--- src/inc/psram_host_pkg.sv ---
package psram_host_pkg;
  // ---------------------------------------------------------------
  // bus widths and clock
  // ---------------------------------------------------------------
  localparam int ADDR_W    = 22;
  localparam int DATA_W    = 16;
  localparam int CLK_PS    = 8000;

  // ---------------------------------------------------------------
  // timing figures in ns and derived cycle counts
  // ---------------------------------------------------------------
  localparam int T_RC_NS   = 70;  // read cycle, least
  localparam int T_AA_NS   = 70;  // access time, most
  localparam int T_WC_NS   = 70;  // write cycle, least
  localparam int T_PWE_NS  = 55;  // write strobe pulse, least
  localparam int T_SD_NS   = 25;  // data setup to write end
  localparam int T_HZ_NS   = 25;  // memory release of data lines
  localparam int T_SK_NS   = 10;  // address skew allowance

  localparam int RD_CYC  = (T_AA_NS * 1000 + CLK_PS - 1) / CLK_PS + 2;
  localparam int PWE_CYC = (T_PWE_NS * 1000 + CLK_PS - 1) / CLK_PS;
  localparam int HZ_CYC  = (T_HZ_NS * 1000 + CLK_PS - 1) / CLK_PS;
  localparam int SD_CYC  = (T_SD_NS * 1000 + CLK_PS - 1) / CLK_PS;
  localparam int REC_CYC =
    ((T_WC_NS - T_PWE_NS) * 1000 + CLK_PS - 1) / CLK_PS;
  localparam int CNT_W   = 5;

  // ---------------------------------------------------------------
  // carriers
  // ---------------------------------------------------------------
  typedef struct packed {
    logic              write;      // 1 write, 0 read
    logic [ADDR_W-1:0] addr;
    logic [DATA_W-1:0] wdata;
    logic [1:0]        lane_en;    // [1] upper byte, [0] lower byte
  } req_t;

  typedef struct packed {
    logic              chip_en_n;
    logic              select_hi;
    logic              write_n;
    logic              out_en_n;
    logic              upper_lane_n;
    logic              lower_lane_n;
  } ctl_t;

  localparam ctl_t CTL_IDLE = '{1'b1, 1'b0, 1'b1, 1'b1, 1'b1, 1'b1};
endpackage

--- src/hw/psram_host.sv ---
// Behaviour
// - a write starts only while strobe, both chip enables and a lane are active together.
// - write data setup and hold are timed against the edge that ends the write.
// - the host never drives data while the memory may still drive the lines.
// - the write strobe stays high through every read cycle.
// - address lines settle within the skew limit after the read cycle begins.
// - reads start with chip enable, addresses already stable beforehand.
// - address-paced reads keep both enables asserted and only change address.
// - the two lane enables select which bytes are written.
module psram_host
  import psram_host_pkg::*;
(
  input  wire logic              clk,          // 125 MHz clock
  input  wire logic              reset,        // sync, active high
  input  wire req_t              req,          // request fields
  input  wire logic              req_valid,    // request offered
  output logic                   req_ready,    // request taken
  output logic [DATA_W-1:0]      rd_data,      // read word
  output logic                   rd_valid,     // read word pulse
  output logic [ADDR_W-1:0]      mem_addr,     // address pins
  output ctl_t                   mem_ctl,      // control pins
  output logic [DATA_W-1:0]      mem_dq_out,   // data pins out
  output logic                   mem_dq_oe,    // data pins driven
  input  wire logic [DATA_W-1:0] mem_dq_in     // data pins in
);

  // ---------------------------------------------------------------
  // state and registers
  // ---------------------------------------------------------------
  // setup holds the chip deselected while address and lanes settle
  typedef enum logic [2:0] {
    ST_IDLE, ST_SETUP, ST_RD, ST_WR_TURN, ST_WR_PULSE, ST_WR_HOLD
  } state_t;

  state_t              state_ff, nxt_state;
  logic [CNT_W-1:0]    cnt_ff, nxt_cnt;
  ctl_t                ctl_ff, nxt_ctl;
  logic [ADDR_W-1:0]   addr_ff, nxt_addr;
  logic [DATA_W-1:0]   dq_out_ff, nxt_dq_out;
  logic                dq_oe_ff, nxt_dq_oe;
  logic [DATA_W-1:0]   rd_data_ff, nxt_rd_data;
  logic                rd_valid_ff, nxt_rd_valid;
  logic                ready_ff, nxt_ready;
  logic [DATA_W-1:0]   dq_s1_ff, dq_s2_ff;
  logic                out_was_on_ff, nxt_out_was_on;

  // ---------------------------------------------------------------
  // decode
  // ---------------------------------------------------------------
  wire logic take     = ready_ff & req_valid;
  wire logic cnt_done = (cnt_ff == '0);
  // read with the same enables still on: only the address moves
  wire logic same_rd  = (state_ff == ST_RD) & cnt_done & take & ~req.write
                        & (req.lane_en == ~{ctl_ff.upper_lane_n,
                                            ctl_ff.lower_lane_n});
  // any other take restarts from a deselected chip, never dropped
  wire logic load     = take & ~same_rd;

  // data pins pass two flops before use, they come from off chip
  always_ff @(posedge clk) begin
    dq_s1_ff <= mem_dq_in;
    dq_s2_ff <= dq_s1_ff;
  end

  // ---------------------------------------------------------------
  // sequencer
  // ---------------------------------------------------------------
  always_comb begin
    nxt_state      = state_ff;
    nxt_cnt        = cnt_done ? cnt_ff : cnt_ff - 1'b1;
    nxt_ctl        = ctl_ff;
    nxt_addr       = addr_ff;
    nxt_dq_out     = dq_out_ff;
    nxt_dq_oe      = dq_oe_ff;
    nxt_rd_data    = rd_data_ff;
    nxt_rd_valid   = 1'b0;
    nxt_ready      = 1'b0;
    nxt_out_was_on = out_was_on_ff;
    unique case (state_ff)
      ST_IDLE: begin
        // ready only once the release wait after a read has run out
        nxt_ready = 1'b1;
        if (take) begin
          nxt_ready = 1'b0;
        end
      end
      ST_SETUP: begin
        // chip enable follows an address already settled
        nxt_ctl.chip_en_n = 1'b0;
        nxt_ctl.select_hi = 1'b1;
        if (ctl_ff.out_en_n) begin
          // wait out release only if outputs were on
          nxt_cnt = out_was_on_ff ? CNT_W'(HZ_CYC) : '0;
          nxt_state = ST_WR_TURN;
        end else begin
          nxt_out_was_on = 1'b1;
          nxt_cnt = CNT_W'(RD_CYC);
          nxt_state = ST_RD;
        end
      end
      ST_RD: begin
        if (cnt_done && !ready_ff) begin
          // word settled: hand it over, ready one cycle for a paged read
          nxt_rd_data = dq_s2_ff;
          nxt_rd_valid = 1'b1;
          nxt_ready = 1'b1;
        end else if (cnt_done && same_rd) begin
          // enables stay, new address starts access
          // address switched in one edge, well inside skew
          nxt_addr = req.addr;
          nxt_cnt = CNT_W'(RD_CYC);
        end else if (cnt_done && !take) begin
          // nothing follows: deselect and let the lines float
          nxt_ctl = CTL_IDLE;
          nxt_cnt = CNT_W'(HZ_CYC);
          nxt_state = ST_IDLE;
        end
      end
      ST_WR_TURN: begin
        if (cnt_done) begin
          // host drives only after memory lines released
          nxt_out_was_on = 1'b0;
          nxt_dq_oe = 1'b1;
          // strobe joins the other active signals
          // lane enables pick the written bytes
          nxt_ctl.write_n = 1'b0;
          nxt_cnt = CNT_W'(PWE_CYC > SD_CYC ? PWE_CYC : SD_CYC);
          nxt_state = ST_WR_PULSE;
        end
      end
      ST_WR_PULSE: begin
        if (cnt_done) begin
          // strobe rising alone ends the write
          // data held past this terminating edge
          nxt_ctl.write_n = 1'b1;
          nxt_cnt = CNT_W'(REC_CYC);
          nxt_state = ST_WR_HOLD;
        end
      end
      ST_WR_HOLD: begin
        if (cnt_done) begin
          // chip enable drops with strobe already high
          nxt_ctl = CTL_IDLE;
          nxt_dq_oe = 1'b0;
          nxt_state = ST_IDLE;
          nxt_ready = 1'b1;
        end
      end
      default: nxt_state = ST_IDLE;
    endcase

    // a new request other than a paged read first puts address, lanes and direction on the pins
    // with the chip deselected, so its address never moves under select
    if (load) begin
      nxt_addr = req.addr;
      nxt_ctl = CTL_IDLE;
      // output enable high on writes so the memory floats
      // strobe stays high, it only falls inside a write
      nxt_ctl.out_en_n = req.write;
      nxt_ctl.upper_lane_n = ~req.lane_en[1];
      nxt_ctl.lower_lane_n = ~req.lane_en[0];
      if (req.write) begin
        nxt_dq_out = req.wdata;
      end
      nxt_state = ST_SETUP;
    end
    // idle recovery counter gates the ready flag after a read
    if (state_ff == ST_IDLE && !cnt_done && !take) begin
      nxt_ready = 1'b0;
    end
    if (state_ff == ST_IDLE && cnt_done) begin
      nxt_out_was_on = out_was_on_ff;
    end
  end

  // ---------------------------------------------------------------
  // registers
  // ---------------------------------------------------------------
  // one bank, reset puts every pin at its idle level
  always_ff @(posedge clk) begin
    if (reset) begin
      state_ff      <= ST_IDLE;
      cnt_ff        <= '0;
      ctl_ff        <= CTL_IDLE;
      addr_ff       <= '0;
      dq_out_ff     <= '0;
      dq_oe_ff      <= 1'b0;
      rd_data_ff    <= '0;
      rd_valid_ff   <= 1'b0;
      ready_ff      <= 1'b0;
      out_was_on_ff <= 1'b0;
    end else begin
      state_ff      <= nxt_state;
      cnt_ff        <= nxt_cnt;
      ctl_ff        <= nxt_ctl;
      addr_ff       <= nxt_addr;
      dq_out_ff     <= nxt_dq_out;
      dq_oe_ff      <= nxt_dq_oe;
      rd_data_ff    <= nxt_rd_data;
      rd_valid_ff   <= nxt_rd_valid;
      ready_ff      <= nxt_ready;
      out_was_on_ff <= nxt_out_was_on;
    end
  end

  // outputs straight from flops
  assign req_ready  = ready_ff;
  assign rd_data    = rd_data_ff;
  assign rd_valid   = rd_valid_ff;
  assign mem_addr   = addr_ff;
  assign mem_ctl    = ctl_ff;
  assign mem_dq_out = dq_out_ff;
  assign mem_dq_oe  = dq_oe_ff;

endmodule

--- config.mk ---
export PLATFORM = sky130hd
export DESIGN_NAME = psram_host
export DESIGN_NICKNAME = d
export VERILOG_FILES = /design/src/inc/psram_host_pkg.sv /design/src/hw/psram_host.sv
export SDC_FILE = /design/constraint.sdc
export NUM_CORES = 1
export LEC_CHECK = 0
export ABC_AREA = 1
export BUFFER_PORTS_ARGS = -buffer_cell sky130_fd_sc_hd__buf_2
export CORE_MARGIN = 10
export CORE_UTILIZATION = 53
export CTS_CLUSTER_DIAMETER = 30
export DETAILED_ROUTE_END_ITERATION = 10
export MAX_ROUTING_LAYER = met4
export PLACE_DENSITY = 0.84
export SKIP_CTS_REPAIR_TIMING = 1
export SLEW_MARGIN = 20
export SYNTH_ARGS = -nofsm -noshare
export SYNTH_HDL_FRONTEND = slang
export SYNTH_SLANG_ARGS = --single-unit
--- constraint.sdc ---
create_clock -name clk -period 4.5 [get_ports clk]
set_clock_uncertainty 0.1 [all_clocks]
set_input_delay 0.9 -clock clk [delete_from_list [all_inputs] [get_ports clk]]
set_output_delay 0.9 -clock clk [all_outputs]
set_load 0.05 [all_outputs]
; ---- Word level (Yosys, flattened, before mapping)
; Index checks and enable logic that the tools add are counted.
[totals]
register_bits = 104
word_cells = 124
[op_classes]
n_addsub = 1
n_eq_ne = 21
n_mux = 39
bitwise = 14
reduce_logical = 31
[ops]
columns = op, n
row1 = 22-bit two-way mux, 4
row2 = 5-bit two-way mux, 6
row3 = 3-bit two-way mux, 8
row4 = 6-bit two-way mux, 4
row5 = 7-bit AND reduction, 3
row6 = 5-bit one-hot mux with 4 select lines, 1
row7 = 3-bit one-hot mux with 6 select lines, 1
row8 = 2-bit inequality test (second input constant), 8
row9 = 3-bit inequality test (second input constant), 5
row10 = 5-bit AND reduction, 2
row11 = 1-bit two-way mux, 8
row12 = 2-bit nonzero test, 4
row13 = 1-bit inverter, 7
row14 = 1-bit bitwise AND, 6
row15 = 3-bit by 2-bit == test with 1-bit output (second input constant), 2
row16 = 3-bit == test (second input constant), 2
row17 = 1-bit logical AND, 6
row18 = 2-bit one-hot mux with 3 select lines, 1
row19 = 3-bit one-hot mux with 2 select lines, 1
row20 = 3-bit AND reduction, 2
row21 = 3-bit nonzero test, 2
row22 = 2-bit OR reduction, 3
row23 = 5-bit logical NOT, 1
row24 = 5-bit by 1-bit subtractor with 5-bit output (second input constant), 1
row25 = other kinds (14), 18

; ---- Longest topological paths before layout
; Gate-level depths: netlist of run 1.
[depth]
word_depth = 10
depth_mapped = 10
depth_no_buf = 10

; ---- Worst setup path before layout of run 1
; No wires, ideal clock.
[synth_path]
kind = in2reg
start = in req_valid
end = reg ctl_ff, in the netlist mem_ctl[2]
arrival_time_ns = 1.822
setup_slack_ns = 2.456
stages = 9
path_buffers = 1
path_cell_list = nand2_2 > inv_4 > nand3_1 > nor2_2 > nand2_2 > nand3_4 > buf_6 > nand2_1 > nand3b_1
[synth_between]
elab_chain_cells = 8
word_cells_on_any_way = 16
cone_classes = eq/ne: 4 / mux: 1 / bitwise: 6 / reduce/logical: 5
[synth_rtl]
columns = element, line
row1 = "start, declared", psram_host.sv:16  ; input wire logic req_valid,
row2 = 1-bit bitwise AND (*), psram_host.sv:50  ; wire logic take = ready_ff & req_valid;
row3 = 1-bit bitwise AND (2 in a row), psram_host.sv:53  ; wire logic same_rd = (state_ff == ST_RD) & cnt_done & take & ~req.write
row4 = 1-bit bitwise AND, psram_host.sv:54  ; & (req.lane_en == ~{ctl_ff.upper_lane_n,
row5 = 1-bit inverter, psram_host.sv:57  ; wire logic load = take & ~same_rd;
row6 = 1-bit bitwise AND, psram_host.sv:57
row7 = "3-bit by 2-bit inequality test with 1-bit output (no line), or another cell as far along", n/a
row8 = 5-bit AND reduction (no line), n/a
row9 = "end signal, assigned", psram_host.sv:195  ; ctl_ff <= nxt_ctl;
row10 = "end, declared", psram_host.sv:37  ; ctl_t ctl_ff, nxt_ctl;
; Every way passes the cells marked *; elsewhere a longest branch is shown, timed or not.
; A chain may end at the register's enable or synchronous reset.

; ---- Worst setup path in the final report of run 1
[layout_path]
start = in req_valid
end = reg dq_out_ff[5], in the netlist mem_dq_out[5]
[layout_between]
elab_chain_cells = 7
[layout_rtl]
columns = element, line
row1 = 1-bit bitwise AND (*), psram_host.sv:50
row2 = 1-bit bitwise AND (2 in a row), psram_host.sv:53
row3 = 1-bit bitwise AND, psram_host.sv:54
row4 = 1-bit inverter, psram_host.sv:57
row5 = 1-bit bitwise AND (*), psram_host.sv:57
row6 = 2-bit AND reduction (no line) (*), n/a
row7 = "end signal, assigned", psram_host.sv:197  ; dq_out_ff <= nxt_dq_out;
row8 = "end, declared", psram_host.sv:39  ; logic [DATA_W-1:0] dq_out_ff, nxt_dq_out;
; Marked as above.

==> flow_metrics.env, run 1 <==
export IMPL_syn_area_sq_um=3620
export IMPL_max_slew_worst_pin_slew_ps=531
export IMPL_timing_critical_path_slowest_cell_delay_ps=320
export IMPL_p_comb_frac=0.378
export IMPL_dpl_instance_area_sq_um=4250
export IMPL_area_growth_synth_to_final_pct=22.4
export IMPL_internal_power_mw=1.53
export IMPL_clk_path_buf_depth=2
export IMPL_synth_warnings=0
export IMPL_fp_coreArea_sq_um=6720
export IMPL_crit_top_cell="nand2_2"
export IMPL_worstRegToRegCells=8
export IMPL_drtIter0Drc=147
export IMPL_status="finished, final reports clean"
export IMPL_async_flop_share=0
export IMPL_switching_power_mw=1.15
export IMPL_pre_cts_ws_ps=1740
export IMPL_max_freq_ghz=0.417
export IMPL_fin_area_sq_um=4430
export IMPL_h_tree_depth=3
export IMPL_ant_nets=0
export IMPL_worstSetupPathType="in2reg"
export IMPL_grt_setup_unrepaired="no"
export IMPL_crit_path_start_kind="primary input"
export IMPL_io_pins=123
export IMPL_cp_cell_sequence="buf_2 -> nand2_2 -> inv_4 -> nand3_1 -> nor2_2 -> nand2_2 -> nand3_4 -> o21ai_0 -> a21oi_1"
export IMPL_crit_buf_inv=2
export IMPL_slew_viol_final=0
export IMPL_ys_seq_area_frac=0.575
export IMPL_synth_common_cells="dfxtp_1 (104), nor2_1 (88), o21ai_0 (61)"
export IMPL_grt_pass1_wl_um=14500
export IMPL_power_density_nw_per_um2=605
export IMPL_leakagePower_nw=2.16
export IMPL_cpLargestDelayFamily="simple AND/OR/NAND/NOR gates"
export IMPL_synth_ff_type="dfxtp_1"
export IMPL_grtUsageTotal=0.179
export IMPL_via_count=3151
export IMPL_avgSynthCellArea_sq_um=8.38
export IMPL_syn_inst=432
export IMPL_timing_rr_end="mem_ctl[2]"
export IMPL_chipWidth_um=103
export IMPL_clock_latency_ps=370
export IMPL_via_per_inst=4.97
export IMPL_io_buffers=122
export IMPL_p_clk_frac=0.200
export IMPL_clockRootBuffer="clkbuf_8"
export IMPL_nFillCells=577
export IMPL_drv_cap=0
export IMPL_clkSlewWorstSetupHoldPaths_ps=100
export IMPL_final_setup_worst_slack_ps=2100
export IMPL_setup_viol=0
export IMPL_yosysTopAreaCell="dfxtp_1"
export IMPL_fin_setup_tns_ps=0
export IMPL_irDropWorstVdd_mv=0.278
export IMPL_die_y_um=103
export IMPL_r2r_start="req_ready"
export IMPL_required_ps=4650
export IMPL_endpoint="mem_dq_out[5]"
export IMPL_cp_num_cells=9
export IMPL_finalCriticalPeriod_ps=2400
export IMPL_dieArea_sq_um=10500
export IMPL_grt_max_degree=43
export IMPL_synth_area_leaders="dfxtp_1 (58%), nor2_1 (9.1%), o21ai_0 (8.4%)"
export IMPL_totalWireLength_um=9170
export IMPL_worst_ep_arrival_time_ps=2550
export IMPL_drc=0
export IMPL_clkSinkCount=104
export IMPL_routedWlPerCell_um=14.5
export IMPL_yosysTopAreaCellShare=0.575
export IMPL_path_max_fanout=33
export IMPL_sw_frac_of_total=0.431
export IMPL_drtPass1Iterations=4
export IMPL_diodes=0
export IMPL_critical_path_slowest_cell="nand2_2"
export IMPL_yosysUniqueCellTypes=33
export IMPL_initial_core_util=0.539
export IMPL_dp_hpwl_um=6930
export IMPL_synth_edff_count=0
export IMPL_end_kind="flop"
export IMPL_cts_tree="built"
export IMPL_num_rows=30
export IMPL_antenna_found_initial=0
export IMPL_nets=612
export IMPL_post_synth_top_count_cell="dfxtp_1"
export IMPL_fin_crit_sh=0.533
export IMPL_slew_headroom=0.644
export IMPL_drive_above_1_share=0.276
export IMPL_finalHoldViolCount=0
export IMPL_min_path_type="reg2reg"
export IMPL_numCtsBuffers=9
export IMPL_cp_startpoint="req_valid"
export IMPL_synth_seq_cells=104
export IMPL_grt_pass1_vias=3087
export IMPL_r2r_slack_ps=2330
export IMPL_synth_fp_nets=495
export IMPL_place_congestion=0.926
export IMPL_seqPwrFrac=0.422
export IMPL_overflow=0
logic make-up (layout without fill, tap and decap cells):
logic type	count (synthesis)	after routing	synth area share
flip-flops	104	104	0.575
AO/OA/AOI/OAI	97	97	0.141
XOR/XNOR	1	1	0.00242
buffers and inverters	58	180	0.0674
adder cells (fa/ha/maj)	3	3	0.0104
AND/OR/NAND/NOR	169	169	0.204
worst min-delay path by stage:
stage	from	to	slack [ps]	cells past startpoint
floorplan	dq_s1_ff[0]	dq_s2_ff[0]	210	0
global placement	dq_s1_ff[4]	dq_s2_ff[4]	210	0
detailed placement	dq_s1_ff[15]	dq_s2_ff[15]	210	0
CTS	dq_s1_ff[0]	dq_s2_ff[0]	240	0
global route	dq_s1_ff[4]	dq_s2_ff[4]	240	0
finish	dq_s1_ff[0]	dq_s2_ff[0]	230	0
worst register-to-register path, cell delays in order, from the launching register on:
cell      delay, ps
dfxtp_1         390
nand2_2         280
inv_4           340
nand3_1         150
nor2_2          140
nand2_2         130
nand3_4         260
nand2_1         100
nand3b_1        170
through the flow:
step | hold slack [ps] | std cells | util | power (mW)
6_report | 235 | 634 | 0.659 | 2.68
5_1_grt | 240 | 634 | 0.659 | 2.85
4_1_cts | 237 | 634 | 0.659 | 2.69
3_5_place_dp | 213 | 618 | 0.633 | 2.16
3_3_place_gp | 210 | 618 | 0.633 | 2.14
2_1_floorplan | 210 | 432 | - | 1.93
placed cells by master (no fill, tap or decap), types with 2 or more instances in the layout:
| cell type | count |
|---|---|
| nor3_1 | 2 |
| buf_2 | 122 |
| clkbuf_8 | 9 |
| dfxtp_1 | 104 |
| inv_2 | 2 |
| o21ai_0 | 61 |
| nand3_1 | 20 |
| nor2_2 | 3 |
| nand2_1 | 39 |
| clkinv_4 | 2 |
| o21ai_1 | 3 |
| nand2_2 | 4 |
| nand4_1 | 5 |
| nor2_1 | 88 |
| inv_1 | 37 |
| nand3b_1 | 4 |
| a21oi_1 | 27 |
| inv_8 | 2 |
| ha_1 | 3 |
power by group through the flow:
stage          Combinational (mW)  Sequential (mW)  Clock, mW
6_report                     1.01             1.13      0.536
5_1_grt                      1.12             1.15      0.583
4_1_cts                      1.02             1.13      0.545
3_5_place_dp                 1.01             1.15          0
3_3_place_gp                0.995             1.14          0
2_1_floorplan               0.488             1.44          0
layer usage:
metal | vias to the layer above | part of all wire | routed length [um] | GRT usage
met5 | - | 0 | 0 | -
met4 | 0 | 0.022 | 201 | 0.0759
met3 | 17 | 0.046 | 419 | 0.0416
met2 | 67 | 0.54 | 4960 | 0.310
met1 | 1442 | 0.39 | 3580 | 0.192
li1 | 1625 | - | - | -
area by class of cell:
| cell class | instances | area (sq um) | share of cell area |
|---|---|---|---|
| tap | 80 | 100 | 0.0226 |
| clock buffer | 10 | 128 | 0.0288 |
| inverter | 41 | 156 | 0.0353 |
| multi-input combinational | 270 | 1290 | 0.292 |
| clock inverter | 6 | 52.6 | 0.0119 |
| timing repair buffer | 123 | 618 | 0.140 |
| sequential | 104 | 2080 | 0.470 |
sequential cells by signal, indices dropped and copies added, names as in the netlist, 3 cells and up:
register	count
cnt_ff	5
dq_s1_ff	16
dq_s2_ff	16
mem_addr	22
mem_ctl	6
mem_dq_out	16
rd_data	16
state_ff	3
No activity file was read; power rests on OpenSTA's default activity.
==> run 2, diff against run 1 <==
--- a/config.mk
+++ b/config.mk
@@ -5,14 +5,14 @@
 export SDC_FILE = /design/constraint.sdc
 export NUM_CORES = 1
 export LEC_CHECK = 0
-export ABC_AREA = 1
+export ABC_AREA = 0
 export BUFFER_PORTS_ARGS = -buffer_cell sky130_fd_sc_hd__buf_2
 export CORE_MARGIN = 10
-export CORE_UTILIZATION = 53
+export CORE_UTILIZATION = 49
 export CTS_CLUSTER_DIAMETER = 30
 export DETAILED_ROUTE_END_ITERATION = 10
 export MAX_ROUTING_LAYER = met4
-export PLACE_DENSITY = 0.84
+export PLACE_DENSITY = 0.78
 export SKIP_CTS_REPAIR_TIMING = 1
 export SLEW_MARGIN = 20
 export SYNTH_ARGS = -nofsm -noshare
==> constraint.sdc (replaced) <==
create_clock -name clk -period 2.3 [get_ports clk]
set_clock_uncertainty 0.1 [all_clocks]
set_input_delay 0.46 -clock clk [delete_from_list [all_inputs] [get_ports clk]]
set_output_delay 0.46 -clock clk [all_outputs]
set_load 0.05 [all_outputs]
==> run 2 against run 1 <==
  * Via count up 3.6%
  * Non-clock buffer count rose by 13
  * Die area grew 7.4%
  * Final cell count rose by 0.47%
  * Clock power up 98%
==> flow_metrics.env, run 2 <==
export IMPL_status="finished, final reports clean"
export IMPL_cp_cell_sequence="inv_1 -> ha_1 -> nor4b_4 -> buf_4 -> and2_1 -> a21oi_2 -> a2111o_1"
export IMPL_nets=596
export IMPL_fin_setup_tns_ps=0
export IMPL_clk_path_buf_depth=2
export IMPL_clockRootBuffer="clkbuf_8"
export IMPL_clkSlewWorstSetupHoldPaths_ps=100
export IMPL_power_mw=4.91
export IMPL_irDropWorstVdd_mv=0.638
export IMPL_drv_cap=0
export IMPL_min_path_type="in2reg"
export IMPL_drc=0
export IMPL_synth_seq_cells=104
export IMPL_io_buffers=122
export IMPL_area_growth_synth_to_final_pct=25.2
export IMPL_seqPwrFrac=0.427
export IMPL_synth_common_cells="nand2_1 (119), dfxtp_1 (104), a21oi_1 (63)"
export IMPL_cp_startpoint="cnt_ff[0]"
export IMPL_num_rows=31
export IMPL_crit_path_start_kind="flop"
export IMPL_setup_viol=0
export IMPL_grt_setup_unrepaired="no"
export IMPL_switching_power_mw=1.91
export IMPL_pre_cts_ws_ps=199
export IMPL_power_density_nw_per_um2=1070
export IMPL_h_tree_depth=3
export IMPL_yosysUniqueCellTypes=48
export IMPL_ys_seq_area_frac=0.570
export IMPL_via_per_inst=5.12
export IMPL_dieArea_sq_um=11300
export IMPL_cpLargestDelayFamily="compound AO/OA/AOI/OAI gates"
export IMPL_cts_tree="built"
export IMPL_initial_core_util=0.504
export IMPL_io_pins=123
export IMPL_final_setup_worst_slack_ps=181
export IMPL_avgSynthCellArea_sq_um=8.87
export IMPL_syn_area_sq_um=3650
export IMPL_worstHoldStart="mem_dq_in[11]"
export IMPL_nFillCells=632
export IMPL_mostFrequentLayoutCell="buf_2"
export IMPL_worst_ep_arrival_time_ps=2260
export IMPL_overflow=0
export IMPL_chipWidth_um=106
export IMPL_path_max_fanout=16
export IMPL_routedWlPerCell_um=14.8
export IMPL_synth_area_leaders="dfxtp_1 (57%), nand2_1 (12%), a21oi_1 (8.6%)"
export IMPL_r2r_start="cnt_ff[0]"
export IMPL_dp_hpwl_um=7010
export IMPL_required_ps=2440
export IMPL_grt_pass1_vias=3101
export IMPL_drtPass1Iterations=5
export IMPL_yosysTopAreaCellShare=0.570
export IMPL_timing_critical_path_slowest_cell_delay_ps=420
export IMPL_synth_edff_count=0
export IMPL_totalWireLength_um=9450
export IMPL_layout_common_cells="buf_2 (122), nand2_1 (119), dfxtp_1 (104)"
export IMPL_diodes=0
export IMPL_internal_power_mw=3.00
export IMPL_fp_coreArea_sq_um=7250
export IMPL_drive_above_1_share=0.296
export IMPL_grtUsageTotal=0.168
export IMPL_slew_viol_final=0
export IMPL_die_y_um=106
export IMPL_fin_crit_sh=0.921
export IMPL_p_comb_frac=0.356
export IMPL_synth_fp_nets=475
export IMPL_critical_path_slowest_cell="a2111o_1"
export IMPL_via_count=3263
export IMPL_crit_buf_inv=2
export IMPL_largest_reg_flops=22
export IMPL_yosysTopAreaCell="dfxtp_1"
export IMPL_drtIter0Drc=280
export IMPL_max_slew_worst_pin_slew_ps=804
export IMPL_end_kind="flop"
export IMPL_slew_headroom=0.464
export IMPL_finalHoldViolCount=0
export IMPL_grt_pass1_wl_um=15200
export IMPL_grt_max_degree=44
export IMPL_async_flop_share=0
export IMPL_synth_warnings=0
export IMPL_place_congestion=0.908
export IMPL_p_clk_frac=0.217
export IMPL_numCtsBuffers=9
export IMPL_synth_ff_type="dfxtp_1"
export IMPL_clkSinkCount=104
export IMPL_post_synth_top_count_cell="nand2_1"
export IMPL_ant_nets=0
export IMPL_max_freq_ghz=0.472
export IMPL_leakagePower_nw=1.94
export IMPL_worstSetupPathType="reg2reg"
export IMPL_sw_frac_of_total=0.388
export IMPL_finalCriticalPeriod_ps=2120
export IMPL_antenna_found_initial=0
export IMPL_syn_inst=412
export IMPL_clock_latency_ps=350
-- run 2: cell types whose count changed after synthesis, sizes merged, moves of 5 or more --
cell    change
o21ai      -56
nand4       -5
a211oi      +6
nor2       -82
nand2b      +6
nand3      -21
nor2b       +7
nand2      +76
inv        -34
clkbuf     +11
a21oi      +36
-- run 2: kinds of logic (layout without fill, tap and decap cells) --
| group | after synthesis | count (layout) | share of synthesized area |
|---|---|---|---|
| and+or+nand+nor | 164 | 164 | 0.203 |
| DFF | 104 | 104 | 0.570 |
| AOI/OAI and AO/OA | 102 | 102 | 0.165 |
| buffers and inverters | 32 | 158 | 0.0346 |
| xor gates and xnor gates | 4 | 4 | 0.00958 |
| adders and majority gates | 3 | 3 | 0.0103 |
| muxes | 3 | 3 | 0.00822 |
-- run 2: cell type report --
| cell class | count | area, sq um | share of cell area |
|---|---|---|---|
| Tap cell | 99 | 124 | 0.0271 |
| Clock inverter | 6 | 48.8 | 0.0107 |
| Inverter | 6 | 22.5 | 0.00492 |
| Multi-Input combinational cell | 276 | 1450 | 0.316 |
| Timing Repair Buffer | 136 | 716 | 0.156 |
| Clock buffer | 10 | 138 | 0.0301 |
| Sequential cell | 104 | 2080 | 0.455 |
-- run 2: worst paths after layout --
kind | endpoint | slack (ps) | cells past startpoint
worst max register to register | mem_ctl[5] | 180 | 7
worst min-delay path | dq_s1_ff[11] | 100 | 1
worst min register to register | dq_s2_ff[8] | 230 | 0
worst max-delay path | mem_ctl[5] | 180 | 7
-- run 2: metrics by stage --
stage / hold slack [ps] / instances / utilization / instance area, sq um
after floorplan: 210 / 412 / - / 3650
after global placement: 210 / 621 / 0.605 / 4390
after detailed placement: 212 / 621 / 0.605 / 4390
after CTS: 87.6 / 637 / 0.631 / 4580
after global routing: 76.4 / 637 / 0.631 / 4580
final: 98.4 / 637 / 0.631 / 4580
-- run 2: power by group through the flow --
stage | clock, mW | sequential [mW] | combinational [mW]
2_1_floorplan | 0 | 2.53 | 0.868
3_3_place_gp | 0 | 2.13 | 1.69
3_5_place_dp | 0 | 2.14 | 1.73
4_1_cts | 1.09 | 2.10 | 1.75
5_1_grt | 1.15 | 2.12 | 1.90
6_report | 1.06 | 2.10 | 1.75
-- run 2: metal layers --
metal,GRT usage,wire [um],vias up
li1,-,-,1631
met1,0.197,4000,1512
met2,0.273,4700,110
met3,0.0423,622,10
met4,0.0609,130,0
met5,-,0,-
==> run 3, diff against run 2 <==
--- a/config.mk
+++ b/config.mk
@@ -5,7 +5,7 @@
 export SDC_FILE = /design/constraint.sdc
 export NUM_CORES = 1
 export LEC_CHECK = 0
-export ABC_AREA = 0
+export ABC_AREA = 1
 export BUFFER_PORTS_ARGS = -buffer_cell sky130_fd_sc_hd__buf_2
 export CORE_MARGIN = 10
 export CORE_UTILIZATION = 49
==> run 3 against run 2 <==
  * Flip-flop and latch count stayed put
  * Sequential share of layout area is 0.38 points higher
  * Global-route usage is 0.44 points lower
  * Fmax is 3.3% higher
  * Count of clock-buffer cells in the layout is 1 higher
  * Sequential power is 5% higher
  * Setup slack better by 68 ps
  * Final cell count is 3.3% higher
  * Critical path type unchanged
==> flow_metrics.env, run 3 (synthesis gave the netlist of run 1 again) <==
export IMPL_status="finished, final reports clean"
export IMPL_largest_reg_flops=22
export IMPL_worstSetupPathType="reg2reg"
export IMPL_dpl_instance_area_sq_um=4310
export IMPL_worst_ep_arrival_time_ps=2210
export IMPL_io_buffers=122
export IMPL_setup_viol=0
export IMPL_overflow=0
export IMPL_h_tree_depth=3
export IMPL_finalHoldViolCount=0
export IMPL_whs_endpoint="dq_s1_ff[14]"
export IMPL_end_kind="flop"
export IMPL_clkSinkCount=104
export IMPL_max_slew_worst_pin_slew_ps=382
export IMPL_finalCriticalPeriod_ps=2050
export IMPL_slew_viol_final=0
export IMPL_numCtsBuffers=9
export IMPL_grt_pass1_vias=3065
export IMPL_fin_setup_tns_ps=0
export IMPL_fin_area_sq_um=4540
export IMPL_layout_common_cells="buf_2 (122), dfxtp_1 (104), nor2_1 (88)"
export IMPL_cts_tree="built"
export IMPL_diodes=0
export IMPL_nets=617
export IMPL_io_pins=123
export IMPL_path_max_fanout=33
export IMPL_drtPass1Iterations=5
export IMPL_dp_hpwl_um=6890
export IMPL_final_cells=658
export IMPL_drc=0
export IMPL_clockRootBuffer="clkbuf_8"
export IMPL_timing_rr_end="mem_ctl[2]"
export IMPL_nFillCells=654
export IMPL_grtUsageTotal=0.163
export IMPL_slew_headroom=0.739
export IMPL_dieArea_sq_um=11200
export IMPL_die_y_um=106
export IMPL_multi_input_comb_area_sq_um=1290
export IMPL_mostFrequentLayoutCell="buf_2"
export IMPL_placed_cells=642
export IMPL_register_area_sq_um=2080
export IMPL_min_path_type="in2reg"
export IMPL_grt_pass1_wl_um=14600
export IMPL_clock_latency_ps=360
export IMPL_num_rows=31
export IMPL_grt_setup_unrepaired="no"
export IMPL_initial_core_util=0.502
export IMPL_required_ps=2460
export IMPL_fp_coreArea_sq_um=7210
export IMPL_chipWidth_um=106
export IMPL_routedWlPerCell_um=14.0
export IMPL_via_count=3241
export IMPL_leakagePower_nw=2.21
export IMPL_power_density_nw_per_um2=1210
export IMPL_antenna_found_initial=0
export IMPL_fin_crit_sh=0.892
export IMPL_drive_above_1_share=0.283
export IMPL_drtIter0Drc=173
export IMPL_critical_path_slowest_cell="dfxtp_1"
export IMPL_crit_path_start_kind="flop"
export IMPL_clkSlewWorstSetupHoldPaths_ps=100
export IMPL_timing_critical_path_slowest_cell_delay_ps=330
export IMPL_place_congestion=0.869
export IMPL_r2r_slack_ps=250
export IMPL_worstHoldStart="mem_dq_in[14]"
export IMPL_totalWireLength_um=9230
export IMPL_area_growth_synth_to_final_pct=25.4
export IMPL_grt_max_degree=34
export IMPL_via_per_inst=4.93
export IMPL_worstRegToRegCells=8
export IMPL_r2r_start="cnt_ff[0]"
export IMPL_ant_nets=0
export IMPL_irDropWorstVdd_mv=0.665
export IMPL_drv_cap=0
export IMPL_hold_depth=1
export IMPL_clk_path_buf_depth=2
export IMPL_cp_cell_sequence="inv_1 -> ha_1 -> nand3_2 -> nor2_2 -> nand2_2 -> nand3_4 -> nand2_1 -> nand3b_1"
export IMPL_max_freq_ghz=0.487
[run 3: how the worst max path moves through the flow]
stage | cells past startpoint | slack, ps | to | from
after global routing | 8 | 5 | mem_dq_out[13] | cnt_ff[0]
after CTS | 8 | 270 | mem_ctl[2] | cnt_ff[0]
after global placement | 8 | 370 | mem_ctl[2] | cnt_ff[0]
after floorplan | 9 | 400 | mem_ctl[2] | req_ready
after detailed placement | 8 | 280 | mem_ctl[2] | cnt_ff[0]
final | 8 | 250 | mem_ctl[2] | cnt_ff[0]
[run 3: critical path, delay by kind of cell, from the launching register on]
kind | cells | cell delay (ps)
buffers and inverters | 1 | 110
adders and majority gates | 1 | 270
and+or+nand+nor | 6 | 1140
DFF | 1 | 330
[run 3: metal layers]
metal / vias up / GRT usage / part of all wire
met5: - / - / 0
met4: 0 / 0.0513 / 0.015
met3: 13 / 0.0405 / 0.052
met2: 94 / 0.288 / 0.53
met1: 1489 / 0.178 / 0.41
li1: 1645 / - / -
[run 3: report_power, final]
group / total [mW] / leakage [nW] / internal [mW] / switching [mW]
clock: 1.28 / 0.115 / 0.656 / 0.627
combinational: 2.02 / 1.24 / 0.545 / 1.48
sequential: 2.21 / 0.856 / 2.05 / 0.157
[run 3: layout make-up]
type	instances	share of cell area
clock buffer	11	0.0311
clock inverter	5	0.0190
inverter	41	0.0345
multi-input combinational	270	0.285
sequential	104	0.459
tap	99	0.0273
timing repair buffer	128	0.144
[run 3: per-stage QoR]
| step | utilization | power (mW) | worst slack, ps | hold slack, ps |
|---|---|---|---|---|
| floorplan | - | 3.77 | 401 | 210 |
| CTS | 0.629 | 5.54 | 275 | 74.8 |
| detailed placement | 0.598 | 4.25 | 283 | 212 |
| global placement | 0.598 | 4.23 | 367 | 211 |
| global route | 0.629 | 5.83 | 4.53 | 69.1 |
| finish | 0.629 | 5.51 | 249 | 92.1 |
